File: config.mk
export PLATFORM = sky130hd
export DESIGN_NAME = ast_serial_core
export DESIGN_NICKNAME = d
export VERILOG_FILES = /design/src/hw/ast_pkg.sv /design/src/hw/ast_serial_core.sv
export VERILOG_INCLUDE_DIRS = /design/src /design/src/hw
export SDC_FILE = /design/constraint.sdc
export NUM_CORES = 1
export LEC_CHECK = 0
export BUFFER_PORTS_ARGS = -buffer_cell sky130_fd_sc_hd__buf_2
export CAP_MARGIN = 40
export CORE_UTILIZATION = 30
export DETAILED_ROUTE_END_ITERATION = 6
export SETUP_SLACK_MARGIN = 0.2
export SYNTH_ARGS = -nofsm -noshare
export SYNTH_HDL_FRONTEND = slang
export SYNTH_SLANG_ARGS = --single-unit
export TNS_END_PERCENT = 30
File: constraint.sdc
create_clock -name clk_sys -period 4.6 [get_ports clk_sys]
set_clock_uncertainty 0.15 [all_clocks]
set_input_delay 0.46 -clock clk_sys [delete_from_list [all_inputs] [get_ports clk_sys]]
set_output_delay 0.46 -clock clk_sys [all_outputs]
set_load 0.03 [all_outputs]
File: src/hw/ast_defines.svh
/*
 * Register offsets, field positions, reset values and sample counts of
 * the serial transceiver. Assumes a byte-addressed plain register port.
 */
`ifndef AST_DEFINES_SVH
`define AST_DEFINES_SVH
// Register byte offsets.
`define AST_OFS_DATA 12'h000
`define AST_OFS_RSTAT 12'h004
`define AST_OFS_FLAG 12'h018
`define AST_OFS_IDIV 12'h024
`define AST_OFS_FDIV 12'h028
`define AST_OFS_LCTL 12'h02C
`define AST_OFS_PCTL 12'h030
`define AST_OFS_LVL 12'h034
// Line control fields.
`define AST_LC_BRK 0
`define AST_LC_PEN 1
`define AST_LC_EPS 2
`define AST_LC_STP2 3
`define AST_LC_FEN 4
`define AST_LC_WLEN 5
`define AST_LC_SPS 7
// Port control fields and reset value.
`define AST_PC_EN 0
`define AST_PC_TXE 8
`define AST_PC_RXE 9
`define AST_PC_RESET 10'h300
// Trigger level select reset: half full for both directions.
`define AST_LVL_RESET 6'h12
// Flag register fields.
`define AST_FL_BUSY 3
`define AST_FL_RXFE 4
`define AST_FL_TXFF 5
`define AST_FL_RXFF 6
`define AST_FL_TXFE 7
`define AST_FL_TXEV 8
`define AST_FL_RXEV 9
// Receive status fields; the first four match the data entry flags.
`define AST_RS_FE 0
`define AST_RS_PE 1
`define AST_RS_BE 2
`define AST_RS_OE 3
`define AST_RS_SE 4
// Oversample counts: last tick of a bit and the start-bit midpoint.
`define AST_OS_LAST 4'hF
`define AST_OS_MID 4'h7
`endif

File: src/hw/ast_pkg.sv
/*
 * Types shared by the serial transceiver.
 * Assumes nothing of its surroundings.
 */
package ast_pkg;
   // Frame position, used by both the transmitter and the receiver.
   typedef enum logic [4:0] {
      AST_IDLE   = 5'b00001,
      AST_START  = 5'b00010,
      AST_DATA   = 5'b00100,
      AST_PARITY = 5'b01000,
      AST_STOP   = 5'b10000
   } ast_state_t;
endpackage

File: src/hw/ast_serial_core.sv
/*
 * Asynchronous serial transmitter and receiver with FIFOs, a fractional
 * baud generator and a plain register port. Assumes a synchronous receive
 * line and a register master that never issues read and write together.
 */
// The address-and-strobe port and the address map were decided locally.
`timescale 1ns/1ps
`include "ast_defines.svh"

// Overview of operation
// - Divisor is 16-bit integer plus 6-bit fraction.
// - Divisor equals clock over sixteen times baud.
// - Oversample tick at sixteen times baud rate.
// - Divisor and line settings latch on line write.
// - Frame: start, data LSB first, parity, stop.
// - Five to eight data bits selectable.
// - Even, odd, stick or no parity.
// - One or two stop bits appended.
// - Break generated on transmit, detected on receive.
// - Enabled port sends until transmit FIFO empty.
// - Busy while FIFO non-empty or frame shifting.
// - Start bit accepted only if low at tick eight.
// - Data sampled every sixteen ticks after start.
// - Stop bit high, otherwise framing error.
// - Sixteen-entry FIFOs; receive entries carry four flags.
// - False start bits visible in receive status.
// - Separate transmit and receive enables, set at reset.
// - Disabling finishes the current character first.
// - FIFOs switchable between full depth and single entry.
// - Trigger levels eighth, quarter, half, three quarters, seven eighths.
// - FIFOs single entry after reset until enabled.
// - Data read gives twelve bits; write queues eight.
// - Level events at trigger; both default half.
module ast_serial_core #(
   parameter int DEPTH = 16,            // FIFO capacity in characters.
   parameter int AW    = 4              // FIFO index width.
) (
   input  wire logic        clk_sys,    // System clock.
   input  wire logic        rst_n,      // Asynchronous reset, active low.
   input  wire logic [11:0] addr,       // Register byte address.
   input  wire logic [31:0] wr_data,    // Register write data.
   input  wire logic        wr,         // Write strobe.
   input  wire logic        rd,         // Read strobe.
   output logic      [31:0] rd_data,    // Read data, one cycle after rd.
   input  wire logic        serial_rx,  // Receive line, idle high.
   output logic             serial_tx,  // Transmit line, idle high.
   output logic             tx_event,   // Transmit level reached.
   output logic             rx_event    // Receive level reached.
);
   // Software-visible registers.
   logic [15:0] idiv;                   // Integer divisor as written.
   logic [5:0]  fdiv;                   // Fraction divisor as written.
   logic [29:0] cfg;                    // Latched line, integer, fraction.
   logic [9:0]  pctl;                   // Port control.
   logic [5:0]  lvl;                    // Trigger level selects.
   logic [4:0]  rsr;                    // Sticky receive status.

   // Line settings taken from the latched word.
   wire  [7:0]  lc    = cfg[29:22];
   wire  [21:0] div   = cfg[21:0];
   wire         brk   = lc[`AST_LC_BRK];
   wire         pen   = lc[`AST_LC_PEN];
   wire         eps   = lc[`AST_LC_EPS];
   wire         stp2  = lc[`AST_LC_STP2];
   wire         fifo_enable   = lc[`AST_LC_FEN];
   wire  [1:0]  wlen  = lc[`AST_LC_WLEN+:2];
   wire         sps   = lc[`AST_LC_SPS];
   wire         en    = pctl[`AST_PC_EN];
   wire  [2:0]  last  = 3'(wlen) + 3'd4;
   wire  [AW:0] cap   = fifo_enable ? (AW+1)'(DEPTH) : (AW+1)'(1);

   // Register decodes.
   wire wr_data_reg = wr && addr == `AST_OFS_DATA;
   wire rd_data_reg = rd && addr == `AST_OFS_DATA;
   wire wr_lctl     = wr && addr == `AST_OFS_LCTL;

   // Expected parity bit for a character of the current length.
   function automatic logic par_bit(input logic [7:0] d);
      logic [7:0] m;
      m = d & (8'hFF >> (2'd3 - wlen));
      if (sps)
         par_bit = ~eps;
      else
         par_bit = eps ? ^m : ~^m;
   endfunction

   // Fill level matching a trigger select.
   function automatic logic [AW:0] trig(input logic [2:0] s);
      case (s)
         3'd0:    trig = (AW+1)'(DEPTH / 8);
         3'd1:    trig = (AW+1)'(DEPTH / 4);
         3'd2:    trig = (AW+1)'(DEPTH / 2);
         3'd3:    trig = (AW+1)'(DEPTH * 3 / 4);
         default: trig = (AW+1)'(DEPTH * 7 / 8);
      endcase
   endfunction

   // Configuration writes; the shadow word moves only on a line write.
   always_ff @(posedge clk_sys or negedge rst_n) begin
      if (!rst_n) begin
         idiv <= 16'h0000;
         fdiv <= 6'h00;
         cfg  <= 30'h0000_0000;
         pctl <= `AST_PC_RESET;
         lvl  <= `AST_LVL_RESET;
      end else if (wr) begin
         if (addr == `AST_OFS_IDIV)
            idiv <= wr_data[15:0];
         if (addr == `AST_OFS_FDIV)
            fdiv <= wr_data[5:0];
         if (wr_lctl)
            cfg <= {wr_data[7:0], idiv, fdiv};
         if (addr == `AST_OFS_PCTL)
            pctl <= wr_data[9:0];
         if (addr == `AST_OFS_LVL)
            lvl <= wr_data[5:0];
      end
   end

   // Fractional generator: steps of 64 against the divisor in 1/64 units.
   logic [22:0] acc;                    // Phase accumulator.
   logic        tick;                   // Oversample tick.
   wire  [22:0] acc_add = 23'(acc + 23'd64);
   always_ff @(posedge clk_sys or negedge rst_n) begin
      if (!rst_n) begin
         acc  <= 23'h00_0000;
         tick <= 1'b0;
      end else if (div == 22'h00_0000) begin
         acc  <= 23'h00_0000;
         tick <= 1'b0;
      end else if (acc_add >= {1'b0, div}) begin
         acc  <= 23'(acc_add - {1'b0, div});
         tick <= 1'b1;
      end else begin
         acc  <= acc_add;
         tick <= 1'b0;
      end
   end

   // Transmit FIFO storage and pointers.
   logic [7:0]    tx_mem [DEPTH];       // Queued characters.
   logic [AW-1:0] tx_wp;                // Write index.
   logic [AW-1:0] tx_rp;                // Read index.
   logic [AW:0]   tx_cnt;               // Fill level.
   wire           tx_full = tx_cnt >= cap;
   wire           tx_push = wr_data_reg && !tx_full;

   // Transmitter state.
   ast_pkg::ast_state_t tst;            // Frame position.
   logic [3:0]    tcnt;                 // Tick within bit.
   logic [2:0]    tbit;                 // Bit index.
   logic [7:0]    tsh;                  // Shift register.
   logic          tpar;                 // Parity of the character.
   wire tx_go  = tst == ast_pkg::AST_IDLE && tx_cnt != 0
                 && en && pctl[`AST_PC_TXE];
   wire tx_end = tick && tcnt == `AST_OS_LAST;

   // FIFO bookkeeping for the transmit side.
   always_ff @(posedge clk_sys or negedge rst_n) begin
      if (!rst_n) begin
         tx_wp  <= '0;
         tx_rp  <= '0;
         tx_cnt <= '0;
      end else begin
         if (tx_push) begin
            tx_mem[tx_wp] <= wr_data[7:0];
            tx_wp <= (tx_wp == AW'(DEPTH - 1)) ? '0 : AW'(tx_wp + 1'b1);
         end
         if (tx_go)
            tx_rp <= (tx_rp == AW'(DEPTH - 1)) ? '0 : AW'(tx_rp + 1'b1);
         tx_cnt <= (AW+1)'(tx_cnt + tx_push - tx_go);
      end
   end

   // Frame sequencer; an open frame ends even if the port is disabled.
   always_ff @(posedge clk_sys or negedge rst_n) begin
      if (!rst_n) begin
         tst  <= ast_pkg::AST_IDLE;
         tcnt <= 4'h0;
         tbit <= 3'd0;
         tsh  <= 8'h00;
         tpar <= 1'b0;
      end else if (tx_go) begin
         tst  <= ast_pkg::AST_START;
         tcnt <= 4'h0;
         tsh  <= tx_mem[tx_rp];
         tpar <= par_bit(tx_mem[tx_rp]);
      end else begin
         if (tick)
            tcnt <= 4'(tcnt + 1'b1);
         if (tx_end) begin
            case (tst)
               ast_pkg::AST_START: begin
                  tst  <= ast_pkg::AST_DATA;
                  tbit <= 3'd0;
               end
               ast_pkg::AST_DATA: begin
                  tsh  <= tsh >> 1;
                  tbit <= 3'(tbit + 1'b1);
                  if (tbit == last) begin
                     tst  <= pen ? ast_pkg::AST_PARITY : ast_pkg::AST_STOP;
                     tbit <= 3'd0;
                  end
               end
               ast_pkg::AST_PARITY:
                  tst <= ast_pkg::AST_STOP;
               ast_pkg::AST_STOP: begin
                  if (stp2 && tbit == 3'd0)
                     tbit <= 3'd1;
                  else
                     tst <= ast_pkg::AST_IDLE;
               end
               default:
                  tst <= ast_pkg::AST_IDLE;
            endcase
         end
      end
   end

   // Line level per frame position; break forces the line low.
   wire line_v = (tst == ast_pkg::AST_START)  ? 1'b0 :
                 (tst == ast_pkg::AST_DATA)   ? tsh[0] :
                 (tst == ast_pkg::AST_PARITY) ? tpar : 1'b1;
   wire busy_w = tx_cnt != 0 || tst != ast_pkg::AST_IDLE;

   // Receive FIFO storage and pointers.
   logic [11:0]   rx_mem [DEPTH];       // Character and four flags.
   logic [AW-1:0] rx_wp;                // Write index.
   logic [AW-1:0] rx_rp;                // Read index.
   logic [AW:0]   rx_cnt;               // Fill level.
   wire           rx_full = rx_cnt >= cap;
   wire           rx_pop  = rd_data_reg && rx_cnt != 0;

   // Receiver state.
   ast_pkg::ast_state_t rst;            // Frame position.
   logic [3:0]    rcnt;                 // Tick within bit.
   logic [2:0]    rbit;                 // Bit index.
   logic [7:0]    rsh;                  // Shift register, fills from top.
   logic          rpe;                  // Parity error seen.
   logic          rpb;                  // Received parity bit.
   logic          ovr_pend;             // Overrun to tag on next entry.
   wire  [7:0]    rdat   = rsh >> (2'd3 - wlen);
   wire           r_mid  = tick && rcnt == `AST_OS_LAST;
   wire           r_push = rst == ast_pkg::AST_STOP && r_mid;
   wire           r_fe   = !serial_rx;
   wire           r_be   = rdat == 8'h00 && !serial_rx
                           && !(pen && rpb);
   wire           r_ovr  = r_push && rx_full;
   wire           r_fls  = rst == ast_pkg::AST_START && tick
                           && rcnt == `AST_OS_MID && serial_rx;

   // Receive sequencer; an open frame ends even if the port is disabled.
   always_ff @(posedge clk_sys or negedge rst_n) begin
      if (!rst_n) begin
         rst  <= ast_pkg::AST_IDLE;
         rcnt <= 4'h0;
         rbit <= 3'd0;
         rsh  <= 8'h00;
         rpe  <= 1'b0;
         rpb  <= 1'b0;
      end else if (tick) begin
         rcnt <= 4'(rcnt + 1'b1);
         case (rst)
            ast_pkg::AST_IDLE: begin
               rcnt <= 4'h0;
               rpe  <= 1'b0;
               rpb  <= 1'b0;
               if (!serial_rx && en && pctl[`AST_PC_RXE])
                  rst <= ast_pkg::AST_START;
            end
            ast_pkg::AST_START: begin
               if (rcnt == `AST_OS_MID) begin
                  rcnt <= 4'h0;
                  rbit <= 3'd0;
                  rst  <= serial_rx ? ast_pkg::AST_IDLE
                                    : ast_pkg::AST_DATA;
               end
            end
            ast_pkg::AST_DATA: begin
               if (rcnt == `AST_OS_LAST) begin
                  rsh  <= {serial_rx, rsh[7:1]};
                  rbit <= 3'(rbit + 1'b1);
                  if (rbit == last)
                     rst <= pen ? ast_pkg::AST_PARITY : ast_pkg::AST_STOP;
               end
            end
            ast_pkg::AST_PARITY: begin
               if (rcnt == `AST_OS_LAST) begin
                  rpb <= serial_rx;
                  rpe <= serial_rx != par_bit(rdat);
                  rst <= ast_pkg::AST_STOP;
               end
            end
            ast_pkg::AST_STOP: begin
               if (rcnt == `AST_OS_LAST)
                  rst <= ast_pkg::AST_IDLE;
            end
            default:
               rst <= ast_pkg::AST_IDLE;
         endcase
      end
   end

   // Receive FIFO writes with per-character status, and reads.
   always_ff @(posedge clk_sys or negedge rst_n) begin
      if (!rst_n) begin
         rx_wp    <= '0;
         rx_rp    <= '0;
         rx_cnt   <= '0;
         ovr_pend <= 1'b0;
      end else begin
         if (r_push && !rx_full) begin
            rx_mem[rx_wp] <= {ovr_pend, r_be, rpe, r_fe, rdat};
            rx_wp <= (rx_wp == AW'(DEPTH - 1)) ? '0 : AW'(rx_wp + 1'b1);
            ovr_pend <= 1'b0;
         end else if (r_ovr) begin
            ovr_pend <= 1'b1;
         end
         if (rx_pop)
            rx_rp <= (rx_rp == AW'(DEPTH - 1)) ? '0 : AW'(rx_rp + 1'b1);
         rx_cnt <= (AW+1)'(rx_cnt + (r_push && !rx_full) - rx_pop);
      end
   end

   // Sticky status; a new event wins over a clear in the same cycle.
   wire [4:0] rs_set = {r_fls, r_ovr, 3'b000}
                     | (rx_pop ? {1'b0, rx_mem[rx_rp][11:8]} : 5'h00);
   always_ff @(posedge clk_sys or negedge rst_n) begin
      if (!rst_n)
         rsr <= 5'h00;
      else if (wr && addr == `AST_OFS_RSTAT)
         rsr <= rs_set;
      else
         rsr <= rsr | rs_set;
   end

   // Flag word and read selection.
   wire [9:0] flags = {rx_cnt >= trig(lvl[5:3]),
                       tx_cnt <= trig(lvl[2:0]),
                       tx_cnt == 0, rx_full, tx_full, rx_cnt == 0,
                       busy_w, 3'b000};
   wire [31:0] rd_mux =
      (addr == `AST_OFS_DATA)  ? {20'h0_0000, rx_mem[rx_rp]} :
      (addr == `AST_OFS_RSTAT) ? {27'h000_0000, rsr} :
      (addr == `AST_OFS_FLAG)  ? {22'h00_0000, flags} :
      (addr == `AST_OFS_IDIV)  ? {16'h0000, idiv} :
      (addr == `AST_OFS_FDIV)  ? {26'h000_0000, fdiv} :
      (addr == `AST_OFS_LCTL)  ? {24'h00_0000, lc} :
      (addr == `AST_OFS_PCTL)  ? {22'h00_0000, pctl} :
      (addr == `AST_OFS_LVL)   ? {26'h000_0000, lvl} : 32'h0000_0000;

   // Registered outputs.
   always_ff @(posedge clk_sys or negedge rst_n) begin
      if (!rst_n) begin
         rd_data   <= 32'h0000_0000;
         serial_tx <= 1'b1;
         tx_event  <= 1'b0;
         rx_event  <= 1'b0;
      end else begin
         rd_data   <= rd ? rd_mux : 32'h0000_0000;
         serial_tx <= brk ? 1'b0 : line_v;
         tx_event  <= flags[`AST_FL_TXEV];
         rx_event  <= flags[`AST_FL_RXEV];
      end
   end
endmodule // ast_serial_core

==> impl_metrics.py, run 1 <==
metrics = {
    "status": {
        "result_of_the_run": "finished clean",
    },
    "sta": {
        "hold_ws_ps": 25.88,
        "worst_slew_margin_rel_pct": 48.08,
        "pins_over_slew_limit": 0,
        "final-setup-viol-count": 0,
        "min_period_over_period_pct": 83.74,
        "final-hold-violation-count": 0,
        "layout_min_cycle_time_ps": 3852,
        "worst-slew-pin-transition_ps": 776.7,
        "setup_tns_ps": 0,
        "setup_repair_after_global_routing_missed_its_margin": "no",
        "maximum_clock_rate_ghz": 0.2596,
        "final_critical_path_setup_slack_ps": 748.1,
    },
    "synthesis": {
        "syn_area_per_cell_um2": 14.11,
        "synth_async_sr_flop_share_pct": 36.76,
        "synth.yosys.seq_area_share_pct": 62.19,
        "synthesized_instance_count": 1626,
        "synth_top_area_cell": "sky130_fd_sc_hd__edfxtp_1",
        "synth_top_area_share_pct": 41.87,
        "ys_seq_elements": 506,
        "synth_enable_flop_cells": 320,
        "ys.flop_type": "sky130_fd_sc_hd__edfxtp_1",
        "yosysWarnings": 0,
        "synth.area.top_cells": "sky130_fd_sc_hd__edfxtp_1, sky130_fd_sc_hd__dfrtp_1, sky130_fd_sc_hd__mux4_2, sky130_fd_sc_hd__ha_1, sky130_fd_sc_hd__mux2_2",
        "synth_cell_types": 71,
        "synthesis.area_um2": 22950,
    },
    "setup_path": {
        "timing.critical_path.from": "acc[6]",
        "timing.critical_path.mode_cell": "sky130_fd_sc_hd__ha_1",
        "critical_path_class": "flip-flop to flip-flop",
        "cp_cell_sequence": "ha_1 > xor2_1 > ha_1 > and4_1 > and2_1 > o21ai_0 > a211o_1 > a2111o_1 > a21oi_2 > buf_4 > nor3_1 > a211oi_1",
        "critical_path_arrival_ps": 4180,
        "cp-start-kind": "flip-flop",
        "cp_slowest_stage_delay_ps": 480,
        "critical-path-slowest-cell": "sky130_fd_sc_hd__a21oi_2",
        "timing.critical_path.to_type": "flip-flop",
        "crit_path_max_fanout": 10,
        "cp.required_ps": 4930,
        "crit-reg2reg-launch": "acc[6]",
    },
    "layout": {
        "largest_register": "rx_mem",
        "n_fill_cell": 7283,
        "final_net_count": 1834,
        "largest_register_ff_count": 192,
        "areaGrowthSynthToFinish_pct": 14.44,
        "top_regs": "rx_mem (192), tx_mem (128), cfg (30)",
        "layout.cells.most_common": "sky130_fd_sc_hd__edfxtp_1",
        "most_used_cells_in_the_layout_excluding_fill_and_tap_cells": "sky130_fd_sc_hd__edfxtp_1, sky130_fd_sc_hd__dfrtp_1, sky130_fd_sc_hd__nand2_1",
        "n_diodes": 0,
        "layout-drive-gt1-share_pct": 20.38,
    },
    "placement": {
        "post-dp-hpwl_um": 36910,
        "place_congestion": 0.8678,
        "portBuffers": 51,
        "dp_worst_setup_slack_ps": 781.7,
    },
    "clock_network": {
        "cts-htree-levels": 2,
        "clk_latency_ps": 610,
        "cts_buffer_depth": 3,
        "cts_num_sinks": 506,
        "root_buffer": "sky130_fd_sc_hd__clkbuf_16",
        "cts_tree": "yes",
        "cts_buffers": 51,
        "clk_pin_slew_worst_paths_ps": 60,
    },
    "power": {
        "peakVddDrop_v": 0.0002721,
        "static_leakage_power_nw": 10.22,
        "p_per_area_nw_per_um2": 352.9,
    },
    "detailed_routing": {
        "postRouteAntennaNets": 0,
        "route.final.wire_length_um": 54070,
        "total_via_count_after_detailed_routing": 13980,
        "detail_route.vias_per_cell": 5.112,
        "drc_violations_left": 0,
        "detailedRoute.firstPassIterationCount": 5,
        "initialDrtViolationCount": 952,
        "wl_per_cell_um": 19.77,
    },
    "grt": {
        "first_global_vias": 13910,
        "grt_most_used_layer": "met2",
        "antenna_found_initial": 2,
        "grt_start_max_net_pins": 115,
        "groute.layer.met3.usage_pct": 2.367,
        "wire_length_of_the_first_global_routing_pass_um": 82770,
        "grtUsageTotal_pct": 13.84,
        "global_route_met1_utilization_pct": 18.81,
        "grt.overflow.total": 0,
        "met2_usage_pct": 23.01,
    },
    "die": {
        "die_width_um": 278.6,
        "die_area_um2": 77600,
        "core_area_um2": 75820,
        "io_pins": 84,
        "floorplan.initialDensity_pct": 30.27,
        "placement_rows": 101,
        "die_h_um": 278.6,
    },
    "min_path": {
        "hold_path.startpoint": "serial_rx",
        "path_class_of_the_lowest_slack_min_delay_path": "input pin to flip-flop",
    },
    "job": {
        "cap_viol_max_count": 0,
    },
}
## critical path, delay by kind of cell (launching register included)
family | cells | cell delay [ps]
AO/OA/AOI/OAI | 5 | 1700
buffers and inverters | 1 | 270
flip-flops | 1 | 400
XOR/XNOR | 1 | 180
adder cells (fa/ha/maj) | 2 | 590
AND/OR/NAND/NOR | 3 | 450
## report_power, final
part	internal (W)	leakage (nW)	switching [W]	total, W
registers	0.00484	5.47	0.0000215	0.00487
clock network	0.00234	0.797	0.00178	0.00412
logic	0.0000912	3.96	0.000192	0.000283
total	0.00727	10.2	0.00200	0.00927
## cell families (layout without fill, tap and decap cells)
family,count (synthesis),count (layout),share of synthesized area [%]
DFF,506,506,62.19
and+or+nand+nor,394,394,8.178
AOI/OAI and AO/OA,266,266,7.404
muxes,173,173,13.07
buffers and inverters,161,277,3.075
adders and majority gates,69,69,3.860
xor gates and xnor gates,56,56,2.197
other,1,16,0.01634
## metal layers
| layer | up-vias | wire [um] |
|---|---|---|
| met5 | - | 9 |
| met4 | 2 | 1103 |
| met3 | 83 | 3520 |
| met2 | 407 | 25870 |
| met1 | 7197 | 23560 |
| li1 | 6292 | - |
## area by class of cell
class                           instances  area (um^2)  share of cell area (%)
Timing Repair Buffer                  106        742.0                   2.825
Clock inverter                         32        341.6                   1.301
Tap cell                              978         1224                   4.659
Sequential cell                       506        14280                   54.37
Inverter                               77        289.0                   1.101
Clock buffer                           62         1318                   5.017
Multi-Input combinational cell        974         8070                   30.73
## metrics by stage
| step | instances | util [%] | total power, W | instance area (um^2) |
|---|---|---|---|---|
| 2_1_floorplan | 1641 | - | 0.005113 | 23000 |
| 3_3_place_gp | 2629 | 32.28 | 0.005231 | 24470 |
| 3_5_place_dp | 2632 | 32.33 | 0.005238 | 24510 |
| 4_1_cts | 2735 | 34.64 | 0.009388 | 26260 |
| 5_1_grt | 2735 | 34.64 | 0.009582 | 26260 |
| 6_report | 2735 | 34.64 | 0.009268 | 26260 |
## cell usage after synthesis, drive strengths merged (35+ instances only)
cell type and number:
edfxtp 320, dfrtp 179, nand2 124, mux4 95, o21ai 90, nor2 84, inv 77, ha 66
mux2 61, a21oi 60, nand3 57, clkbuf 47, buf 37, xnor2 35
## worst paths after layout
check                      slack [ps]  cells after the start       end
max                               750                     12    acc[8]
min                                30                      2    rst[2]
max reg2reg                       750                     12    acc[8]
min reg2reg                       330                      2   cfg[19]
max in group asynchronous        2750                      3  rx_rp[0]
min in group asynchronous         320                      2  tx_rp[2]
## repair_timing
item | CTS | global route
resized for setup | 0 | 0
hold endpoints to repair | 79 | 0
hold buffers | 9 | 0
setup buffers | 0 | 0
No activity file was read; power rests on OpenSTA's default activity.
==> run 2: changes to the inputs <==
==> constraint.sdc (replaced) <==
create_clock -name clk_sys -period 3.6 [get_ports clk_sys]
set_clock_uncertainty 0.15 [all_clocks]
set_input_delay 0.36 -clock clk_sys [delete_from_list [all_inputs] [get_ports clk_sys]]
set_output_delay 0.36 -clock clk_sys [all_outputs]
set_load 0.03 [all_outputs]
==> impl_metrics.py, run 2 (synthesis gave the netlist of run 1 again) <==
metrics = {
    "setup_path": {
        "cp-start-kind": "flip-flop",
        "timing.critical_path.from": "acc[6]",
        "crit_path_max_fanout": 7,
        "cp.required_ps": 3950,
        "worst_r2r_path_depth": 12,
        "crit-reg2reg-launch": "acc[6]",
        "critical_path_arrival_ps": 3690,
        "crit-reg2reg-capture": "acc[5]",
        "critical_path_class": "flip-flop to flip-flop",
        "worst-r2r-setup-slack_ps": 260,
        "timing.critical_path.to_type": "flip-flop",
        "crit_path_end": "acc[5]",
    },
    "power": {
        "peakVddDrop_v": 0.0003964,
        "static_leakage_power_nw": 10.65,
        "power.combinational.fraction_pct": 3.0,
        "sw_frac_of_total_pct": 21.30,
        "p_per_area_nw_per_um2": 463.8,
        "net-switching-power_w": 0.002687,
        "power_frac_clock_pct": 47.7,
        "power.share.sequential_pct": 49.3,
        "internal_power_w": 0.009929,
    },
    "min_path": {
        "path_class_of_the_lowest_slack_min_delay_path": "input pin to async pin",
    },
    "grt": {
        "first_global_vias": 14220,
        "wire_length_of_the_first_global_routing_pass_um": 84850,
        "grtUsageTotal_pct": 14.17,
        "grt.overflow.total": 0,
        "grt_start_max_net_pins": 132,
        "antenna_found_initial": 3,
    },
    "detailed_routing": {
        "drc_violations_left": 0,
        "total_via_count_after_detailed_routing": 14140,
        "route.final.wire_length_um": 55410,
        "detail_route.vias_per_cell": 5.056,
        "wl_per_cell_um": 19.81,
        "postRouteAntennaNets": 0,
        "detailedRoute.firstPassIterationCount": 5,
        "initialDrtViolationCount": 1055,
    },
    "sta": {
        "min_period_over_period_pct": 92.67,
        "hold_ws_ps": 58.14,
        "final-hold-violation-count": 0,
        "setup_repair_after_global_routing_missed_its_margin": "yes",
        "pins_over_slew_limit": 0,
        "worst_slew_margin_rel_pct": 50.51,
        "layout_min_cycle_time_ps": 3336,
        "final-setup-viol-count": 0,
        "maximum_clock_rate_ghz": 0.2997,
        "worst-slew-pin-transition_ps": 742.4,
    },
    "layout": {
        "areaGrowthSynthToFinish_pct": 18.54,
        "layout.cells.most_common": "sky130_fd_sc_hd__edfxtp_1",
        "n_fill_cell": 7214,
        "final_net_count": 1892,
        "largest_register": "rx_mem",
        "largest_register_ff_count": 192,
        "layout-drive-gt1-share_pct": 25.08,
        "top_regs": "rx_mem (192), tx_mem (128), cfg (30)",
        "finish.utilization_pct": 35.88,
        "most_used_cells_in_the_layout_excluding_fill_and_tap_cells": "sky130_fd_sc_hd__edfxtp_1, sky130_fd_sc_hd__dfrtp_1, sky130_fd_sc_hd__nand2_1",
    },
    "die": {
        "floorplan.initialDensity_pct": 30.27,
        "core_area_um2": 75820,
        "io_pins": 84,
        "die_area_um2": 77600,
        "die_width_um": 278.6,
        "placement_rows": 101,
        "die_h_um": 278.6,
    },
    "clock_network": {
        "cts-htree-levels": 2,
        "cts_tree": "yes",
        "cts_num_sinks": 506,
        "root_buffer": "sky130_fd_sc_hd__clkbuf_16",
        "cts_buffer_depth": 3,
        "cts_buffers": 53,
        "clk_latency_ps": 620,
        "clk_pin_slew_worst_paths_ps": 60,
    },
    "placement": {
        "post-dp-hpwl_um": 37940,
        "portBuffers": 51,
        "place_congestion": 0.8636,
    },
    "job": {
        "cap_viol_max_count": 0,
    },
    "status": {
        "result_of_the_run": "finished clean",
    },
}
==> run 2: cell types whose count changed in the layout (fill, tap and decap cells not counted), moves of 4 or more <==
cell                        before  now
sky130_fd_sc_hd__a211oi_1        7    3
sky130_fd_sc_hd__ha_1           66   61
sky130_fd_sc_hd__clkinv_2        9    5
sky130_fd_sc_hd__clkbuf_8        1    5
sky130_fd_sc_hd__ha_4            0    4
sky130_fd_sc_hd__bufinv_16       5   11
sky130_fd_sc_hd__buf_4          41   92
sky130_fd_sc_hd__a211oi_2        0    4
sky130_fd_sc_hd__clkbuf_1       11    4
==> run 2: critical path, stage by stage, from the launching register on <==
cell,delay [ps]
sky130_fd_sc_hd__dfrtp_1,420
sky130_fd_sc_hd__ha_4,190
sky130_fd_sc_hd__xor2_1,160
sky130_fd_sc_hd__ha_1,320
sky130_fd_sc_hd__and4_4,230
sky130_fd_sc_hd__and2_4,140
sky130_fd_sc_hd__o21ai_2,70
sky130_fd_sc_hd__a211o_1,290
sky130_fd_sc_hd__a2111o_1,440
sky130_fd_sc_hd__a21o_4,270
sky130_fd_sc_hd__buf_6,140
sky130_fd_sc_hd__a211o_1,300
sky130_fd_sc_hd__a21oi_1,130
==> run 2: routing by layer <==
| layer | global-route usage, % | part of all wire (%) | vias to the layer above | wire, um |
|---|---|---|---|---|
| li1 | - | - | 6423 | - |
| met1 | 19.08 | 43 | 7227 | 23970 |
| met2 | 23.45 | 48 | 403 | 26790 |
| met3 | 2.619 | 6.1 | 87 | 3367 |
| met4 | 3.705 | 2.3 | 2 | 1274 |
| met5 | 0 | 0.018 | - | 10 |
==> run 2: per-stage QoR <==
step                cell area [um^2]  cells  power (W)  setup slack (ps)  TNS [ps]
CTS                            26890   2778    0.01274             136.9         0
global route                   27200   2796    0.01302             117.4         0
floorplan                      23000   1641   0.006534             287.5         0
detailed placement             24790   2665   0.006711            -14.45    -14.45
finish                         27200   2797    0.01262             263.8         0
global placement               24760   2664   0.006693             40.68         0
==> run 2: power groups by stage <==
stage / registers, W / logic, W / clock network [W]
2_1_floorplan: 0.00634 / 0.000198 / 0
3_3_place_gp: 0.00634 / 0.000356 / 0
3_5_place_dp: 0.00634 / 0.000371 / 0
4_1_cts: 0.00622 / 0.000382 / 0.00614
5_1_grt: 0.00622 / 0.000429 / 0.00637
6_report: 0.00622 / 0.000380 / 0.00602
==> run 2: repair_timing <==
| item | CTS | global route |
|---|---|---|
| cloned | 0 | 1 |
| gates resized for setup | 7 | 40 |
| setup buffers | 3 | 17 |
| setup endpoints to repair | 25 | 44 |
| pin swaps | 3 | 15 |
| hold buffers | 11 | 0 |
| hold endpoints to repair | 148 | 0 |
==> run 2: area by class of cell <==
| cell class | instances | area (um^2) | share of cell area, % |
|---|---|---|---|
| Clock inverter | 38 | 551.8 | 2.028 |
| Timing Repair Buffer | 162 | 1206 | 4.434 |
| Tap cell | 978 | 1224 | 4.498 |
| Clock buffer | 61 | 1396 | 5.133 |
| Inverter | 77 | 289.0 | 1.062 |
| Sequential cell | 506 | 14280 | 52.50 |
| Antenna cell | 1 | 2.502 | 0.009199 |
| Multi-Input combinational cell | 974 | 8253 | 30.34 |
==> run 2: how the worst min path moves through the flow <==
stage / depth (start not counted) / end / slack, ps
2_1_floorplan: 0 / acc[0] / -90
3_3_place_gp: 1 / tx_rp[1] / 80
3_5_place_dp: 1 / tx_rp[3] / 80
4_1_cts: 2 / tx_wp[3] / 20
5_1_grt: 2 / tx_wp[3] / 30
6_report: 2 / tx_rp[2] / 60
